==> src/include/port_pkg.sv <==
package port_pkg;

    ////////////////////////////////////////////////////////////////////////////////
    // Register indices (byte address on the bus is four times the index)
    localparam int ADDR_W = 18;
    localparam logic [15:0] IDX_PORT0 = 16'hff00;
    localparam logic [15:0] IDX_PORT1 = 16'hff01;
    localparam logic [15:0] IDX_PORT2 = 16'hff02;
    localparam logic [15:0] IDX_PORT13 = 16'hff0d;
    localparam logic [15:0] IDX_DIR0 = 16'hff20;
    localparam logic [15:0] IDX_DIR1 = 16'hff21;
    localparam logic [15:0] IDX_PU0 = 16'hff30;
    localparam logic [15:0] IDX_PU1 = 16'hff31;
    localparam logic [15:0] IDX_PINSEL = 16'hff40;
    localparam logic [15:0] IDX_ISC = 16'hff4f;

    localparam logic [ADDR_W-1:0] ADDR_PORT0 = {IDX_PORT0, 2'b00};
    localparam logic [ADDR_W-1:0] ADDR_PORT1 = {IDX_PORT1, 2'b00};
    localparam logic [ADDR_W-1:0] ADDR_PORT2 = {IDX_PORT2, 2'b00};
    localparam logic [ADDR_W-1:0] ADDR_PORT13 = {IDX_PORT13, 2'b00};
    localparam logic [ADDR_W-1:0] ADDR_DIR0 = {IDX_DIR0, 2'b00};
    localparam logic [ADDR_W-1:0] ADDR_DIR1 = {IDX_DIR1, 2'b00};
    localparam logic [ADDR_W-1:0] ADDR_PU0 = {IDX_PU0, 2'b00};
    localparam logic [ADDR_W-1:0] ADDR_PU1 = {IDX_PU1, 2'b00};
    localparam logic [ADDR_W-1:0] ADDR_PINSEL = {IDX_PINSEL, 2'b00};
    localparam logic [ADDR_W-1:0] ADDR_ISC = {IDX_ISC, 2'b00};

    ////////////////////////////////////////////////////////////////////////////////
    // Widths, reset values, field positions
    localparam int P0_BIDIR = 2;
    localparam int P1_BIDIR = 6;
    localparam int P2_WIDTH = 4;
    localparam logic [7:0] DIR_RESET = 8'hff;
    localparam logic [7:0] LATCH_RESET = 8'h00;
    localparam logic [7:0] SEL_RESET = 8'h00;
    localparam int PSEL_TIMER_H1 = 0;
    localparam int PSEL_MANCH = 1;
    localparam int PSEL_IRQ1 = 2;
    localparam int PSEL_IRQ3 = 3;
    localparam int ISC_IRQ0 = 0;
    localparam int ISC_CAPTURE = 1;

    ////////////////////////////////////////////////////////////////////////////////
    // Per-pin carriers
    typedef struct packed {
        logic dir;      // 1 = input
        logic latch;
        logic pu_sel;
        logic alt_or;   // Alternate output that needs latch 0
        logic alt_and;  // Alternate output that needs latch 1
    } pin_ctl_t;

    typedef struct packed {
        logic oe;
        logic out;
        logic pull;
        logic level;    // Level seen inside the chip
        logic rd;       // Value a data register read returns
    } pin_obs_t;

    typedef enum logic [1:0] {
        BUS_IDLE = 2'b01,
        BUS_ACK = 2'b10
    } bus_state_t;

endpackage : port_pkg

==> src/design/port_pin_cell.sv <==
`timescale 1ns/10ps
module port_pin_cell
    import port_pkg::*;
(
    // Control from the register file
    input wire pin_ctl_t ctl,
    // Pad input
    input wire logic pad_in,
    // Observed pin state
    output pin_obs_t obs
);

    wire logic drive;
    wire logic value;

    assign drive = ~ctl.dir;
    // Latch 1 passes active-low style alternates, latch 0 passes active-high ones
    assign value = (ctl.latch & ctl.alt_and) | ctl.alt_or;
    assign obs.oe = drive;
    assign obs.out = value;
    // Alternate outputs also need direction 0, so input mode alone gates the pull-up
    assign obs.pull = ctl.dir & ctl.pu_sel;
    // Driven level is seen internally, so toggling an output reaches its interrupt tap
    assign obs.level = drive ? value : pad_in;
    assign obs.rd = ctl.dir ? pad_in : ctl.latch;

endmodule : port_pin_cell

==> src/design/mcu_port_block.sv <==
// Chosen here: the Avalon-MM register port.
`timescale 1ns/10ps
module mcu_port_block
    import port_pkg::*;
(
    // Clock and reset
    input wire logic CLK_SYS,
    input wire logic RESETN,
    // Avalon-MM slave
    input wire logic [ADDR_W-1:0] ADDRESS,
    input wire logic [3:0] BYTEENABLE,
    input wire logic READ,
    input wire logic WRITE,
    input wire logic [31:0] WRITEDATA,
    output logic [31:0] READDATA,
    output logic WAITREQUEST,
    // Oscillator option: internal high-speed clock chosen
    input wire logic OSC_INTERNAL_SEL,
    // Port 0 pads
    input wire logic [2:0] P0_IN,
    output logic [P0_BIDIR-1:0] P0_OUT,
    output logic [P0_BIDIR-1:0] P0_OE,
    output logic [P0_BIDIR-1:0] P0_PULLUP,
    // Port 1 pads
    input wire logic [P1_BIDIR-1:0] P1_IN,
    output logic [P1_BIDIR-1:0] P1_OUT,
    output logic [P1_BIDIR-1:0] P1_OE,
    output logic [P1_BIDIR-1:0] P1_PULLUP,
    // Port 2 and port 13 pads
    input wire logic [P2_WIDTH-1:0] P2_IN,
    output logic P13_OUT,
    // Alternate outputs from peripherals
    input wire logic MANCHESTER_OUT,
    input wire logic TIMER_H0_OUT,
    input wire logic TIMER_H1_OUT,
    input wire logic TIMER00_OUT,
    input wire logic SERIAL_CLOCK_OUT,
    input wire logic SERIAL_DATA_OUT,
    input wire logic UART_TRANSMIT,
    // Alternate inputs to peripherals
    output logic EXT_IRQ_ZERO,
    output logic EXT_IRQ_ONE,
    output logic EXT_IRQ_TWO,
    output logic EXT_IRQ_THREE,
    output logic TIMER00_CAPTURE_IN,
    output logic TIMER00_SECOND_IN,
    output logic SERIAL_CLOCK_PIN,
    output logic SERIAL_DATA_IN,
    output logic UART_RECEIVE
);

    ////////////////////////////////////////////////////////////////////////////////
    // Registers
    bus_state_t state_q;
    logic [31:0] rdata_q;
    logic [P0_BIDIR-1:0] dir0_q;
    logic [P1_BIDIR-1:0] dir1_q;
    logic [P0_BIDIR-1:0] lat0_q;
    logic [P1_BIDIR-1:0] lat1_q;
    logic lat13_q;
    logic [P0_BIDIR-1:0] pu0_q;
    logic [P1_BIDIR-1:0] pu1_q;
    logic [3:0] psel_q;
    logic [1:0] isc_q;

    ////////////////////////////////////////////////////////////////////////////////
    // Bus decode: one wait state, answer on the second cycle of every request
    wire logic req;
    wire logic first;
    wire logic wr_go;
    wire logic lane0;
    wire logic [7:0] wbyte;
    wire logic hit_p0, hit_p1, hit_p2, hit_p13, hit_d0, hit_d1;
    wire logic hit_u0, hit_u1, hit_ps, hit_is;

    assign req = READ | WRITE;
    assign first = req & (state_q == BUS_IDLE);
    assign WAITREQUEST = first;
    assign READDATA = rdata_q;
    assign lane0 = BYTEENABLE[0];
    assign wbyte = WRITEDATA[7:0];
    // Writes take effect at the edge where waitrequest is low
    assign wr_go = WRITE & (state_q == BUS_ACK) & lane0;
    assign hit_p0 = ADDRESS == ADDR_PORT0;
    assign hit_p1 = ADDRESS == ADDR_PORT1;
    assign hit_p2 = ADDRESS == ADDR_PORT2;
    assign hit_p13 = ADDRESS == ADDR_PORT13;
    assign hit_d0 = ADDRESS == ADDR_DIR0;
    assign hit_d1 = ADDRESS == ADDR_DIR1;
    assign hit_u0 = ADDRESS == ADDR_PU0;
    assign hit_u1 = ADDRESS == ADDR_PU1;
    assign hit_ps = ADDRESS == ADDR_PINSEL;
    assign hit_is = ADDRESS == ADDR_ISC;

    always_ff @(posedge CLK_SYS) begin
        if (!RESETN) begin
            state_q <= BUS_IDLE;
        end else begin
            case (state_q)
                BUS_IDLE: state_q <= req ? BUS_ACK : BUS_IDLE;
                BUS_ACK: state_q <= BUS_IDLE;
                default: state_q <= BUS_IDLE;
            endcase
        end
    end

    ////////////////////////////////////////////////////////////////////////////////
    // Register file; a bit operation arrives as a full byte write
    always_ff @(posedge CLK_SYS) begin
        if (!RESETN) begin
            dir0_q <= DIR_RESET[P0_BIDIR-1:0];
            dir1_q <= DIR_RESET[P1_BIDIR-1:0];
            lat0_q <= LATCH_RESET[P0_BIDIR-1:0];
            lat1_q <= LATCH_RESET[P1_BIDIR-1:0];
            lat13_q <= LATCH_RESET[0];
            pu0_q <= SEL_RESET[P0_BIDIR-1:0];
            pu1_q <= SEL_RESET[P1_BIDIR-1:0];
            psel_q <= SEL_RESET[3:0];
            isc_q <= SEL_RESET[1:0];
        end else if (wr_go) begin
            // Latches load whatever the direction, so input-mode bits keep the byte too
            if (hit_p0) lat0_q <= wbyte[P0_BIDIR-1:0];
            if (hit_p1) lat1_q <= wbyte[P1_BIDIR-1:0];
            if (hit_p13) lat13_q <= wbyte[0];
            if (hit_d0) dir0_q <= wbyte[P0_BIDIR-1:0];
            if (hit_d1) dir1_q <= wbyte[P1_BIDIR-1:0];
            if (hit_u0) pu0_q <= wbyte[P0_BIDIR-1:0];
            if (hit_u1) pu1_q <= wbyte[P1_BIDIR-1:0];
            if (hit_ps) psel_q <= wbyte[3:0];
            if (hit_is) isc_q <= wbyte[1:0];
        end
    end

    ////////////////////////////////////////////////////////////////////////////////
    // Alternate output routing onto the pins
    wire logic h1_on_p13;
    wire logic mc_on_p13;
    wire logic [P0_BIDIR-1:0] or0;
    wire logic [P1_BIDIR-1:0] or1;
    wire logic [P1_BIDIR-1:0] and1;

    assign h1_on_p13 = psel_q[PSEL_TIMER_H1];
    assign mc_on_p13 = psel_q[PSEL_MANCH];
    assign or0[0] = MANCHESTER_OUT & ~mc_on_p13;
    assign or0[1] = TIMER00_OUT;
    assign or1[0] = 1'b0;
    assign or1[1] = 1'b0;
    assign or1[2] = SERIAL_DATA_OUT | (TIMER_H1_OUT & ~h1_on_p13);
    assign or1[3] = (TIMER_H1_OUT & h1_on_p13) | (MANCHESTER_OUT & mc_on_p13);
    assign or1[4] = 1'b0;
    assign or1[5] = TIMER_H0_OUT;
    // Serial clock and transmit idle high, so they gate a latch held at one
    assign and1[0] = SERIAL_CLOCK_OUT;
    assign and1[1] = 1'b1;
    assign and1[2] = 1'b1;
    assign and1[3] = UART_TRANSMIT;
    assign and1[4] = 1'b1;
    assign and1[5] = 1'b1;

    ////////////////////////////////////////////////////////////////////////////////
    // Pin cells
    pin_obs_t obs0 [P0_BIDIR];
    pin_obs_t obs1 [P1_BIDIR];
    logic [P0_BIDIR-1:0] lvl0, rd0;
    logic [P1_BIDIR-1:0] lvl1, rd1;

    genvar gi;
    generate
        for (gi = 0; gi < P0_BIDIR; gi++) begin : g_port0
            pin_ctl_t ctl;
            assign ctl = '{dir: dir0_q[gi], latch: lat0_q[gi], pu_sel: pu0_q[gi],
                           alt_or: or0[gi], alt_and: 1'b1};
            port_pin_cell u_cell (
                .ctl(ctl),
                .pad_in(P0_IN[gi]),
                .obs(obs0[gi])
            );
            assign P0_OUT[gi] = obs0[gi].out;
            assign P0_OE[gi] = obs0[gi].oe;
            assign P0_PULLUP[gi] = obs0[gi].pull;
            assign lvl0[gi] = obs0[gi].level;
            assign rd0[gi] = obs0[gi].rd;
        end
        for (gi = 0; gi < P1_BIDIR; gi++) begin : g_port1
            pin_ctl_t ctl;
            assign ctl = '{dir: dir1_q[gi], latch: lat1_q[gi], pu_sel: pu1_q[gi],
                           alt_or: or1[gi], alt_and: and1[gi]};
            port_pin_cell u_cell (
                .ctl(ctl),
                .pad_in(P1_IN[gi]),
                .obs(obs1[gi])
            );
            assign P1_OUT[gi] = obs1[gi].out;
            assign P1_OE[gi] = obs1[gi].oe;
            assign P1_PULLUP[gi] = obs1[gi].pull;
            assign lvl1[gi] = obs1[gi].level;
            assign rd1[gi] = obs1[gi].rd;
        end
    endgenerate

    // Latch drives the pin straight, so reset forces it low
    assign P13_OUT = lat13_q;

    ////////////////////////////////////////////////////////////////////////////////
    // Alternate input routing; taps see driven levels too, see the pin cell
    assign EXT_IRQ_ZERO = isc_q[ISC_IRQ0] ? lvl1[4] : lvl0[0];
    assign TIMER00_CAPTURE_IN = isc_q[ISC_CAPTURE] ? lvl1[4] : lvl0[0];
    assign EXT_IRQ_ONE = psel_q[PSEL_IRQ1] ? lvl1[0] : lvl1[3];
    assign EXT_IRQ_TWO = lvl0[1];
    assign EXT_IRQ_THREE = psel_q[PSEL_IRQ3] ? lvl1[2] : lvl1[1];
    assign TIMER00_SECOND_IN = lvl0[1];
    assign SERIAL_CLOCK_PIN = lvl1[0];
    assign SERIAL_DATA_IN = lvl1[1];
    assign UART_RECEIVE = lvl1[4];

    ////////////////////////////////////////////////////////////////////////////////
    // Read path; captured in the wait cycle and held while the master samples
    wire logic shared_rd;
    wire logic [7:0] rbyte;

    // Resonator pin reads a fixed zero where the value is undefined
    assign shared_rd = OSC_INTERNAL_SEL & P0_IN[2];
    assign rbyte = hit_p0 ? {5'h00, shared_rd, rd0} :
                   hit_p1 ? {2'h0, rd1} :
                   hit_p2 ? {4'h0, P2_IN} :
                   hit_p13 ? {7'h00, lat13_q} :
                   hit_d0 ? {6'h3f, dir0_q} :
                   hit_d1 ? {2'h3, dir1_q} :
                   hit_u0 ? {6'h00, pu0_q} :
                   hit_u1 ? {2'h0, pu1_q} :
                   hit_ps ? {4'h0, psel_q} :
                   hit_is ? {6'h00, isc_q} : 8'h00;

    always_ff @(posedge CLK_SYS) begin
        if (!RESETN) begin
            rdata_q <= 32'h0000_0000;
        end else if (READ & first) begin
            rdata_q <= {24'h00_0000, rbyte};
        end
    end

    ////////////////////////////////////////////////////////////////////////////////
    // Checks
    bus_wait_a: assert property (@(posedge CLK_SYS) disable iff (!RESETN)
        first |=> !WAITREQUEST && state_q == BUS_ACK)
        else $error("bus answer not one cycle after request");

    dir_reset_a: assert property (@(posedge CLK_SYS) disable iff (!RESETN)
        $past(!RESETN) |-> dir0_q == 2'b11 && dir1_q == 6'h3f)
        else $error("direction not all ones after reset");

    latch_reset_a: assert property (@(posedge CLK_SYS) disable iff (!RESETN)
        $past(!RESETN) |-> lat0_q == 2'b00 && lat1_q == 6'h00 && !P13_OUT)
        else $error("output latch not cleared by reset");

    p13_write_a: assert property (@(posedge CLK_SYS) disable iff (!RESETN)
        wr_go && hit_p13 |=> P13_OUT == $past(WRITEDATA[0]))
        else $error("single output pin missed its write");

    input_no_drive_a: assert property (@(posedge CLK_SYS) disable iff (!RESETN)
        (P1_OE & dir1_q) == 6'h00 && (P0_OE & dir0_q) == 2'b00)
        else $error("input-mode pin is driven");

    pullup_off_a: assert property (@(posedge CLK_SYS) disable iff (!RESETN)
        (P1_PULLUP & ~dir1_q) == 6'h00 && (P0_PULLUP & ~dir0_q) == 2'b00)
        else $error("pull-up on an output pin");

    read_mode_a: assert property (@(posedge CLK_SYS) disable iff (!RESETN)
        READ && first && hit_p1 |=>
        READDATA[7:0] == {2'b00, $past((dir1_q & P1_IN) | (~dir1_q & lat1_q))})
        else $error("port read mixes pin and latch wrongly");

    resonator_read_a: assert property (@(posedge CLK_SYS) disable iff (!RESETN)
        READ && first && hit_p0 && !OSC_INTERNAL_SEL |=> READDATA[2] == 1'b0)
        else $error("resonator pin read as port input");

    analog_read_a: assert property (@(posedge CLK_SYS) disable iff (!RESETN)
        READ && first && hit_p2 |=> READDATA == {28'h000_0000, $past(P2_IN)})
        else $error("input-only port read wrong");

    irq_route_a: assert property (@(posedge CLK_SYS) disable iff (!RESETN)
        psel_q[PSEL_IRQ1] && dir1_q[0] |-> EXT_IRQ_ONE == P1_IN[0])
        else $error("rerouted interrupt not on serial clock pin");

endmodule : mcu_port_block

==> config.mk <==
export PLATFORM = sky130hd
export DESIGN_NAME = mcu_port_block
export DESIGN_NICKNAME = d
export VERILOG_FILES = /design/src/include/port_pkg.sv /design/src/design/port_pin_cell.sv /design/src/design/mcu_port_block.sv
export SDC_FILE = /design/constraint.sdc
export NUM_CORES = 1
export LEC_CHECK = 0
export CAP_MARGIN = 20
export CORE_UTILIZATION = 60
export DETAILED_ROUTE_END_ITERATION = 7
export DONT_BUFFER_PORTS = 1
export PLACE_DENSITY = 0.76
export SLEW_MARGIN = 5
export SYNTH_ARGS = -nofsm -noshare
export SYNTH_HDL_FRONTEND = slang
export SYNTH_SLANG_ARGS = --single-unit
export TNS_END_PERCENT = 10
==> constraint.sdc <==
create_clock -name CLK_SYS -period 4.3 [get_ports CLK_SYS]
set_input_delay 0.86 -clock CLK_SYS [delete_from_list [all_inputs] [get_ports CLK_SYS]]
set_output_delay 0.86 -clock CLK_SYS [all_outputs]
set_load 0.02 [all_outputs]
* After elaboration in Yosys (flattened, before gate mapping)
Index checks and enable logic that the tools add are counted.
Storage, ports and cells: output and inout port bits 67, bits of input ports 79, logic and storage cells 98, bits in registers 41
Operators by class: equality and inequality tests 12, reductions and logical operators 10, mux-type cells 28, bitwise operators 37
Operators with widths (number):
- 18-bit == test, second input constant | 10
- 8-bit two-way mux | 6
- 2-bit AND reduction | 10
- 1-bit AND | 19
- 1-bit two-way mux | 17
- 6-bit two-way mux | 2
- 1-bit NOT | 10
- 1-bit OR | 8
- 2-bit two-way mux | 2
- 4-bit two-way mux | 1
- 2-bit by 1-bit == test with 1-bit output, second input constant | 1
- 2-bit == test, second input constant | 1

* Depth between registers and ports, before layout
Gate-level depths: netlist of run 1.
depth in word-level cells 11, gate-level depth with buffers 7, depth with buffers taken out 6

* By module
From an unflattened synthesis of run 1, not the netlist that was laid out.
Unflattened totals: cells, all modules 348, area, all modules 2886.5 µm²
Modules (own cells, without submodules):
- mcu_port_block | cells an instance 292, seq. area each 800.8 µm², area each 2416.1 µm², times used 1
- port_pin_cell | cells an instance 7, seq. area each 0.0 µm², area each 58.8 µm², times used 8

* Worst setup path after synthesis of run 1
OpenSTA, ideal clock, no wires.
path type input-to-output, from input port SERIAL_CLOCK_OUT, to output port EXT_IRQ_ONE, buffers on the path 0, setup slack 1.648 ns, data arrival time 1.792 ns, cell stages on the path 4, required time 3.440 ns, path through nand2_1 -> o21ai_0 -> nand2_1 -> o21ai_0
Between the ends: cells in the longest elaborated chain, start to end 3
RTL lines:
- start: declaration | RTL line mcu_port_block.sv:37 | input wire logic SERIAL_CLOCK_OUT,
- 1-bit AND | RTL line port_pin_cell.sv:18 | assign value = (ctl.latch & ctl.alt_and) | ctl.alt_or;
- 1-bit two-way mux | RTL line port_pin_cell.sv:24 | assign obs.level = drive ? value : pad_in;
- named net SERIAL_CLOCK_PIN | RTL line mcu_port_block.sv:47 | output logic SERIAL_CLOCK_PIN,
- 1-bit two-way mux | RTL line mcu_port_block.sv:208 | assign EXT_IRQ_ONE = psel_q[PSEL_IRQ1] ? lvl1[0] : lvl1[3];
- end: declaration | RTL line mcu_port_block.sv:42 | output logic EXT_IRQ_ONE,
The timed path passes the listed nets, and every way through them passes these cells.

* Worst setup path in the final report of run 1
from input port TIMER_H1_OUT, to output port EXT_IRQ_THREE
Between the ends: cells in the longest elaborated chain, start to end 5
RTL lines:
- start: declaration | RTL line mcu_port_block.sv:35 | input wire logic TIMER_H1_OUT,
- 1-bit AND | RTL line mcu_port_block.sv:148 | assign or1[2] = SERIAL_DATA_OUT | (TIMER_H1_OUT & ~h1_on_p13);
- 1-bit OR | RTL line mcu_port_block.sv:148
- 1-bit OR | RTL line port_pin_cell.sv:18
- named net P1_OUT[2] | RTL line mcu_port_block.sv:26 | output logic [P1_BIDIR-1:0] P1_OUT,
- 1-bit two-way mux | RTL line port_pin_cell.sv:24
- 1-bit two-way mux | RTL line mcu_port_block.sv:210 | assign EXT_IRQ_THREE = psel_q[PSEL_IRQ3] ? lvl1[2] : lvl1[1];
- end: declaration | RTL line mcu_port_block.sv:44 | output logic EXT_IRQ_THREE,
The timed path passes the listed nets, and every way through them passes these cells.

==> results of run 1 <==
[placed cells by master (no fill, tap or decap), drive strengths merged, types with 8 or more instances in the layout]
master and instances:
and2 11, nand3 14, nor2b 17, o21ai 19, inv 13, conb 24, nor2 14, nand2 35
mux2i 22, a21boi 8, dfxtp 40, a21oi 8
[layout make-up]
class / instances / area [µm²] / area share
tap: 52 / 65.1 / 0.0244
multi-input combinational: 251 / 1620 / 0.609
clock buffer: 6 / 82.6 / 0.0310
sequential: 40 / 801 / 0.300
clock inverter: 2 / 38.8 / 0.0145
timing repair buffer: 1 / 7.51 / 0.00281
inverter: 13 / 48.8 / 0.0183
[routing by layer]
layer / vias up / track usage / part of all wire
met5: - / 0 / 0
met4: 0 / 0.0778 / 0.011
met3: 10 / 0.0722 / 0.11
met2: 152 / 0.479 / 0.48
met1: 1078 / 0.377 / 0.40
li1: 1077 / - / -
[worst max-delay path by stage]
stage / startpoint / end / cells after the start
after floorplan: SERIAL_CLOCK_OUT / EXT_IRQ_ONE / 4
after global placement: ADDRESS[15] / READDATA[1] / 6
after detailed placement: ADDRESS[15] / READDATA[1] / 6
after CTS: TIMER_H1_OUT / EXT_IRQ_THREE / 4
after global routing: TIMER_H1_OUT / EXT_IRQ_THREE / 4
final: TIMER_H1_OUT / EXT_IRQ_THREE / 4
[cells by family (layout without fill, tap and decap cells)]
group | after synthesis | in the layout | synth area share
compound gates | 59 | 59 | 0.140
mux | 28 | 28 | 0.108
other cells | 1 | 24 | 0.00135
buf+inv | 71 | 22 | 0.157
simple gates | 140 | 140 | 0.305
flops | 40 | 40 | 0.289
[flip-flops by register name (all words and copies together), names as in the netlist]
name / count
P13_OUT: 1
READDATA: 7
dir0_q: 2
dir1_q: 6
isc_q: 2
lat0_q: 2
lat1_q: 6
psel_q: 4
pu0_q: 2
pu1_q: 6
state_q: 2
[critical path: stages]
cell     delay, ps
inv_1           20
o21ai_0        560
mux2i_1        190
a21oi_1        440
[through the flow]
step                setup slack, ps  cell area [µm²]  total power [mW]  cells  hold slack [ps]
CTS                            1370             2670             0.792    365              483
detailed placement             1300             2550             0.467    357              472
global placement               1330             2550             0.466    357              464
floorplan                      1650             2860             0.487    362              447
finish                         1370             2670             0.789    365              478
global route                   1270             2670             0.812    365              515
[report_power, final]
part	internal, mW	switching [mW]	total, mW	leakage [nW]
logic	0.0230	0.0528	0.0758	0.689
registers	0.375	0.00783	0.383	0.324
clock network	0.190	0.140	0.330	0.0614
==> results.yml, run 1 <==
synthesis:
  synth.most_common_cell: "buf_4"
  syn_area_per_cell_um2: 8.19
  synth-edff-count: 0
  synthTopCellsByCount: "42 x buf_4, 40 x dfxtp_1, 35 x nand2_1"
  syn_area_um2: 2780
  synth_top_area_frac: 0.289
  synth-main-ff-cell: "dfxtp_1"
  synthCells: 339
  synth_top_area_cell: "dfxtp_1"
  ys_warn_count: 0
  seq_area_frac_synth: 0.289
  synth.distinct_cells: 57
  synthArstFlopShare: 0
  synth_area_leaders: "dfxtp_1 29%, buf_4 11%, mux2i_1 7.9%"
  synth_seq_cells: 40
timing:
  fin_crit_sh: 0.680
  tns_ps: 0
  relSlewSlack: 0.517
  setup_violations: 0
  fmax_mhz: 342
  rsz0062_at_grt: "false"
  min_period_ps: 2930
  finClkSkew_ps: 5.90
  worst_slew_pin_slew_ps: 716
  hold_violations: 0
  slew_viol_final: 0
clocking:
  clock_latency_ps: 300
  cts_max_path_buffers: 2
  htree_levels: 2
  post_cts_buffers: 0
  postCtsHoldBufs: 0
  cts_tree: "yes"
  ctsRootBufferMaster: "clkbuf_8"
  cts_sinks: 40
  clkSlewWorstSetupHoldPaths_ps: 80
  post_cts_resized: 0
  cts_buffers: 5
min_path:
  hold_class: "reg -> reg"
  min_from: "lat1_q[5]"
  holdPathStages: 2
  holdPathEnd: "lat1_q[5]"
final_layout:
  fillers: 407
  final_util: 0.604
  drive_gt1_frac: 0.0831
  n_antenna_cell: 0
  syn_to_final_growth_pct: -3.88
  final_nets: 391
power_and_ir_drop:
  power_density_nw_per_um2: 296
  power_leakage_nw: 1.07
  ir_worst_vdd_v: 0.000241
floorplan:
  die_w_um: 70.0
  dieArea_um2: 4900
  core.rowCount: 24
  die_y_um: 70.0
  initial_core_util: 0.629
  ios: 146
  core_area_um2: 4410
run_status:
  status: "completed"
drt:
  route.vias.total: 2317
  wire_per_inst_um: 19.1
  drc: 0
  drt_first_pass_iters: 5
  ant_nets: 0
  drt_wl_total_mm: 6.98
  vias_per_cell: 6.35
  drt_iter0_markers: 204
global_route:
  antenna_found_initial: 0
  grtUsageTotal: 0.290
  globalRouteOverflowTotal: 0
  grt_max_degree: 42
  grt_pass1_wl_mm: 11.1
  grt_pass1_vias: 2191
placed_design:
  gp_congestion: 0.941
  port_buffers: 0
  hpwl_mm: 5.12
worst_setup_path:
  arrival_ps: 2070
  r2r_end: "READDATA[1]"
  r2r-start: "dir1_q[1]"
  path_class: "in -> out"
  cp-start-kind: "primary input"
  required_ps: 3440
  crit_path_end_kind: "output port"
  critPathMaxFanout: 2
  reg2reg_setup_slack_ps: 2530
  rr_worst_depth: 4
flow_run:
  max_cap_viol_count: 0
(Power assumes the default switching activity.)
==> run 2: changes to the inputs <==
ABC_AREA = 1   (was unset)
CORE_UTILIZATION = 57   (was 60)
PLACE_DENSITY = 0.75   (was 0.76)
clock period = 2.4 ns   (was 4.3 ns; I/O delays follow)
==> results.yml, run 2 <==
run_status:
  status: "completed"
floorplan:
  die_y_um: 70.0
  core.rowCount: 24
  ios: 146
  die_w_um: 70.0
  dieArea_um2: 4900
  initial_core_util: 0.597
  core_area_um2: 4410
placed_design:
  placedCellCount: 439
  hpwl_mm: 4.87
  dpl_worst_slack_ps: 490
  gp_congestion: 0.926
  port_buffers: 0
  dpl-instance-area_um2: 2520
worst_setup_path:
  crit_path_end_kind: "output port"
  cp-start-kind: "register"
  arrival_ps: 1610
  slowest_delay_ps: 370
  path_cells: "inv_1 > nand2_1 > nand2_1 > a21boi_0 > o21ai_0 > buf_4"
  critPathMaxFanout: 3
  r2r-start: "state_q[0]"
  rr_worst_depth: 6
  r2r_end: "pu1_q[4]"
  reg2reg_setup_slack_ps: 720
  cp_common_cell: "nand2_1"
  path_class: "reg -> out"
  cp_slowest_cell: "dfxtp_1"
  required_ps: 1920
synthesis:
  synth.distinct_cells: 32
  synthCells: 403
  seq_area_frac_synth: 0.304
  ys_warn_count: 0
  synth-edff-count: 0
  synth_top_area_cell: "dfxtp_1"
  syn_area_um2: 2640
  syn_area_per_cell_um2: 6.54
  synth.most_common_cell: "nand2_1"
  synth_top_area_frac: 0.304
  synth_area_leaders: "dfxtp_1 30%, nand2_1 12%, buf_4 12%"
  synth_seq_cells: 40
  synth-main-ff-cell: "dfxtp_1"
  synthArstFlopShare: 0
  synthTopCellsByCount: "87 x nand2_1, 56 x inv_1, 42 x buf_4"
min_path:
  hold_class: "in -> reg"
  holdPathEnd: "dir1_q[4]"
  holdPathStages: 1
  min_from: "RESETN"
final_layout:
  largest_reg_flops: 7
  final_util: 0.590
  multi_input_area_um2: 1320
  drive_gt1_frac: 0.114
  seq_area_um2: 801
  final_nets: 473
  fin_cells: 447
  syn_to_final_growth_pct: -1.23
  fillers: 449
  n_antenna_cell: 0
  most-common-layout-cells: "87 x nand2_1, 56 x inv_1, 40 x dfxtp_1, 29 x o21ai_0, 27 x a21oi_1"
  final_common_cell: "nand2_1"
  finalInstanceArea_um2: 2600
timing:
  slew_viol_final: 0
  finClkSkew_ps: 5.77
  fin_crit_sh: 0.871
  tns_ps: 0
  whs_ps: 269
  hold_violations: 0
  min_period_ps: 2090
  fmax_mhz: 479
  layout_setup_ws_ps: 310
  rsz0062_at_grt: "false"
  setup_violations: 0
clocking:
  htree_levels: 2
  cts_sinks: 40
  clock_latency_ps: 290
  cts_tree: "yes"
  ctsRootBufferMaster: "clkbuf_8"
  cts_max_path_buffers: 2
  postCtsHoldBufs: 0
  post_cts_resized: 0
  clkSlewWorstSetupHoldPaths_ps: 80
  cts_buffers: 5
  post_cts_buffers: 0
power_and_ir_drop:
  power_leakage_nw: 1.32
  power.total_mw: 1.26
  ir_worst_vdd_v: 0.000372
  power_density_nw_per_um2: 485
drt:
  drt_wl_total_mm: 6.41
  drt_iter0_markers: 269
  vias_per_cell: 5.50
  ant_nets: 0
  route.vias.total: 2459
  drc: 0
  drt_first_pass_iters: 5
  wire_per_inst_um: 14.3
global_route:
  grt_pass1_wl_mm: 10.2
  globalRouteOverflowTotal: 0
  grt_max_degree: 30
  grtUsageTotal: 0.262
  grt_pass1_vias: 2128
  antenna_found_initial: 0
flow_run:
  max_cap_viol_count: 0
[run 2: power breakdown]
group          internal, mW  switching [mW]  total [mW]
clock network         0.203           0.249       0.452
logic                0.0334           0.103       0.136
registers             0.669         0.00658       0.676
[run 2: how the worst max path moves through the flow]
stage | start | end | depth (start not counted)
after floorplan | lat1_q[1] | EXT_IRQ_THREE | 4
after global placement | ADDRESS[9] | READDATA[1] | 12
after detailed placement | ADDRESS[9] | READDATA[1] | 12
after CTS | psel_q[1] | EXT_IRQ_ZERO | 6
after global routing | psel_q[1] | TIMER00_CAPTURE_IN | 6
final | psel_q[1] | EXT_IRQ_ZERO | 6
[run 2: kinds of logic after synthesis]
| family | share of synthesized area |
|---|---|
| AO/OA/AOI/OAI | 0.197 |
| buffers and inverters | 0.227 |
| flip-flops | 0.304 |
| other | 0.00142 |
| AND/OR/NAND/NOR | 0.271 |
[run 2: routing by layer]
metal	track usage	routed length, µm	vias up	part of all wire
met5	0	0	-	0
met4	0.0578	44	0	0.0069
met3	0.0592	602	7	0.094
met2	0.419	2940	131	0.46
met1	0.361	2820	1111	0.44
li1	-	-	1210	-
[run 2: final cells by class]
type	instances	area share
timing repair buffer	9	0.0259
sequential	40	0.308
inverter	69	0.0995
tap	52	0.0250
clock buffer	5	0.0264
multi-input combinational	269	0.508
clock inverter	3	0.00721
[run 2: critical path: cells and delay by family, from the launching register on]
kind            cells  cell delay, ps
buf+inv             2             250
flops               1             370
simple gates        2             300
compound gates      2             400
==> run 3: changes to the inputs <==
ABC_AREA = unset   (was 1)
CORE_UTILIZATION = 58   (was 57)
HOLD_SLACK_MARGIN = 0.12   (was unset)
PLACE_DENSITY = unset   (was 0.75)
PLACE_DENSITY_LB_ADDON = 0.08   (was unset)
==> results.yml, run 3 (synthesized netlist as in run 1, its figures left out) <==
run_status:
  status: "complete, but fails checks"
  violations: "DRC"
final_layout:
  final_common_cell: "dfxtp_1"
  syn_to_final_growth_pct: 0.631
  final_util: 0.624
  most-common-layout-cells: "40 x dfxtp_1, 35 x nand2_1, 24 x conb_1, 22 x mux2i_1, 21 x buf_4"
  fillers: 410
  multi_input_area_um2: 1620
  n_antenna_cell: 0
  largest_reg_flops: 7
  seq_area_um2: 801
  final_nets: 411
  drive_gt1_frac: 0.138
global_route:
  antenna_found_initial: 0
  grt_max_degree: 42
  grt_pass1_wl_mm: 10.8
  globalRouteOverflowTotal: 0
  grtUsageTotal: 0.275
  grt_pass1_vias: 2111
floorplan:
  ios: 146
  die_y_um: 71.2
  die_w_um: 71.2
  core.rowCount: 24
  initial_core_util: 0.620
  dieArea_um2: 5070
  core_area_um2: 4470
timing:
  finClkSkew_ps: 7.47
  rsz0062_at_grt: "false"
  fmax_mhz: 498
  relSlewSlack: 0.519
  worst_slew_pin_slew_ps: 720
  slew_viol_final: 0
  fin_crit_sh: 0.836
  hold_violations: 0
  tns_ps: 0
  setup_violations: 0
  min_period_ps: 2010
  whs_ps: 240
worst_setup_path:
  critPathLaunch: "dir1_q[1]"
  cp-start-kind: "register"
  critPathMaxFanout: 5
  required_ps: 1920
  cp_slowest_cell: "mux2_2"
  path_class: "reg -> out"
  path_cells: "mux2_2 > nor2_1 > a21oi_1 > buf_4"
  slowest_delay_ps: 460
  crit_path_end_kind: "output port"
  arrival_ps: 1530
  r2r-start: "state_q[1]"
power_and_ir_drop:
  power.total_mw: 1.33
  power_leakage_nw: 1.16
  ir_worst_vdd_v: 0.000360
  power_density_nw_per_um2: 476
drt:
  drt_wl_total_mm: 6.91
  wire_per_inst_um: 18.0
  drc: 8
  ant_nets: 0
  drt_first_pass_iters: 7
  route.vias.total: 2333
  drt_iter0_markers: 189
  vias_per_cell: 6.06
clocking:
  htree_levels: 2
  cts_sinks: 40
  clkSlewWorstSetupHoldPaths_ps: 90
  post_cts_buffers: 0
  cts_tree: "yes"
  ctsRootBufferMaster: "clkbuf_8"
  cts_max_path_buffers: 2
  post_cts_resized: 0
  cts_buffers: 5
  clock_latency_ps: 300
  postCtsHoldBufs: 0
flow_run:
  max_cap_viol_count: 0
placed_design:
  port_buffers: 0
  gp_congestion: 0.885
  hpwl_mm: 5.23
min_path:
  min_from: "RESETN"
  hold_class: "in -> reg"
[run 3: cell count changes in the layout (fill, tap and decap cells not counted), sizes merged, moves of 7 or more]
cell | before | now
nand2 | 90 | 35
nor2 | 32 | 14
o21ai | 39 | 19
nor2b | 0 | 17
mux2i | 0 | 22
a21oi | 27 | 8
buf | 9 | 21
a211oi | 7 | 0
a21boi | 1 | 8
inv | 68 | 14
nor4 | 0 | 7
and2 | 0 | 11
[run 3: per-layer routing]
metal | vias to the layer above | share of wire | routed length, µm | global-route usage
met1 | 1065 | 0.43 | 2970 | 0.360
met4 | 0 | 0.016 | 108 | 0.0778
met5 | - | 0 | 0 | 0
met3 | 12 | 0.10 | 714 | 0.0897
met2 | 136 | 0.45 | 3120 | 0.435
li1 | 1120 | - | - | -
[run 3: final cells by class]
cell class,instances,area share
Multi-Input combinational cell,251,0.582
Timing Repair Buffer,21,0.0565
Clock inverter,2,0.00493
Tap cell,52,0.0233
Inverter,13,0.0175
Clock buffer,6,0.0296
Sequential cell,40,0.287
[run 3: through the flow]
step | std cells | setup WS, ps | area, µm²
finish | 385 | 393 | 2790
global placement | 377 | 186 | 2700
detailed placement | 377 | 199 | 2700
floorplan | 362 | 365 | 2860
global route | 385 | 342 | 2790
CTS | 385 | 389 | 2790
[run 3: path summary, 6_finish.rpt]
kind                                 endpoint  slack (ps)  cells past startpoint
worst max-delay path            EXT_IRQ_THREE         390                      4
worst min-delay path                dir0_q[0]         240                      1
worst max register to register      psel_q[1]         710                      4
worst min register to register      lat1_q[5]         480                      2
[run 3: worst max-delay path, delay by kind of cell (launching register included)]
kind	cells	cell delay, ps
DFF	1	450
and+or+nand+nor	1	110
buffers and inverters	1	160
muxes	1	460
AOI/OAI and AO/OA	1	50
[run 3: power breakdown]
group / switching, mW / internal, mW / leakage (nW)
clock network: 0.259 / 0.235 / 0.0516
logic: 0.0969 / 0.0518 / 0.787
registers: 0.0143 / 0.672 / 0.324
total: 0.370 / 0.959 / 1.16
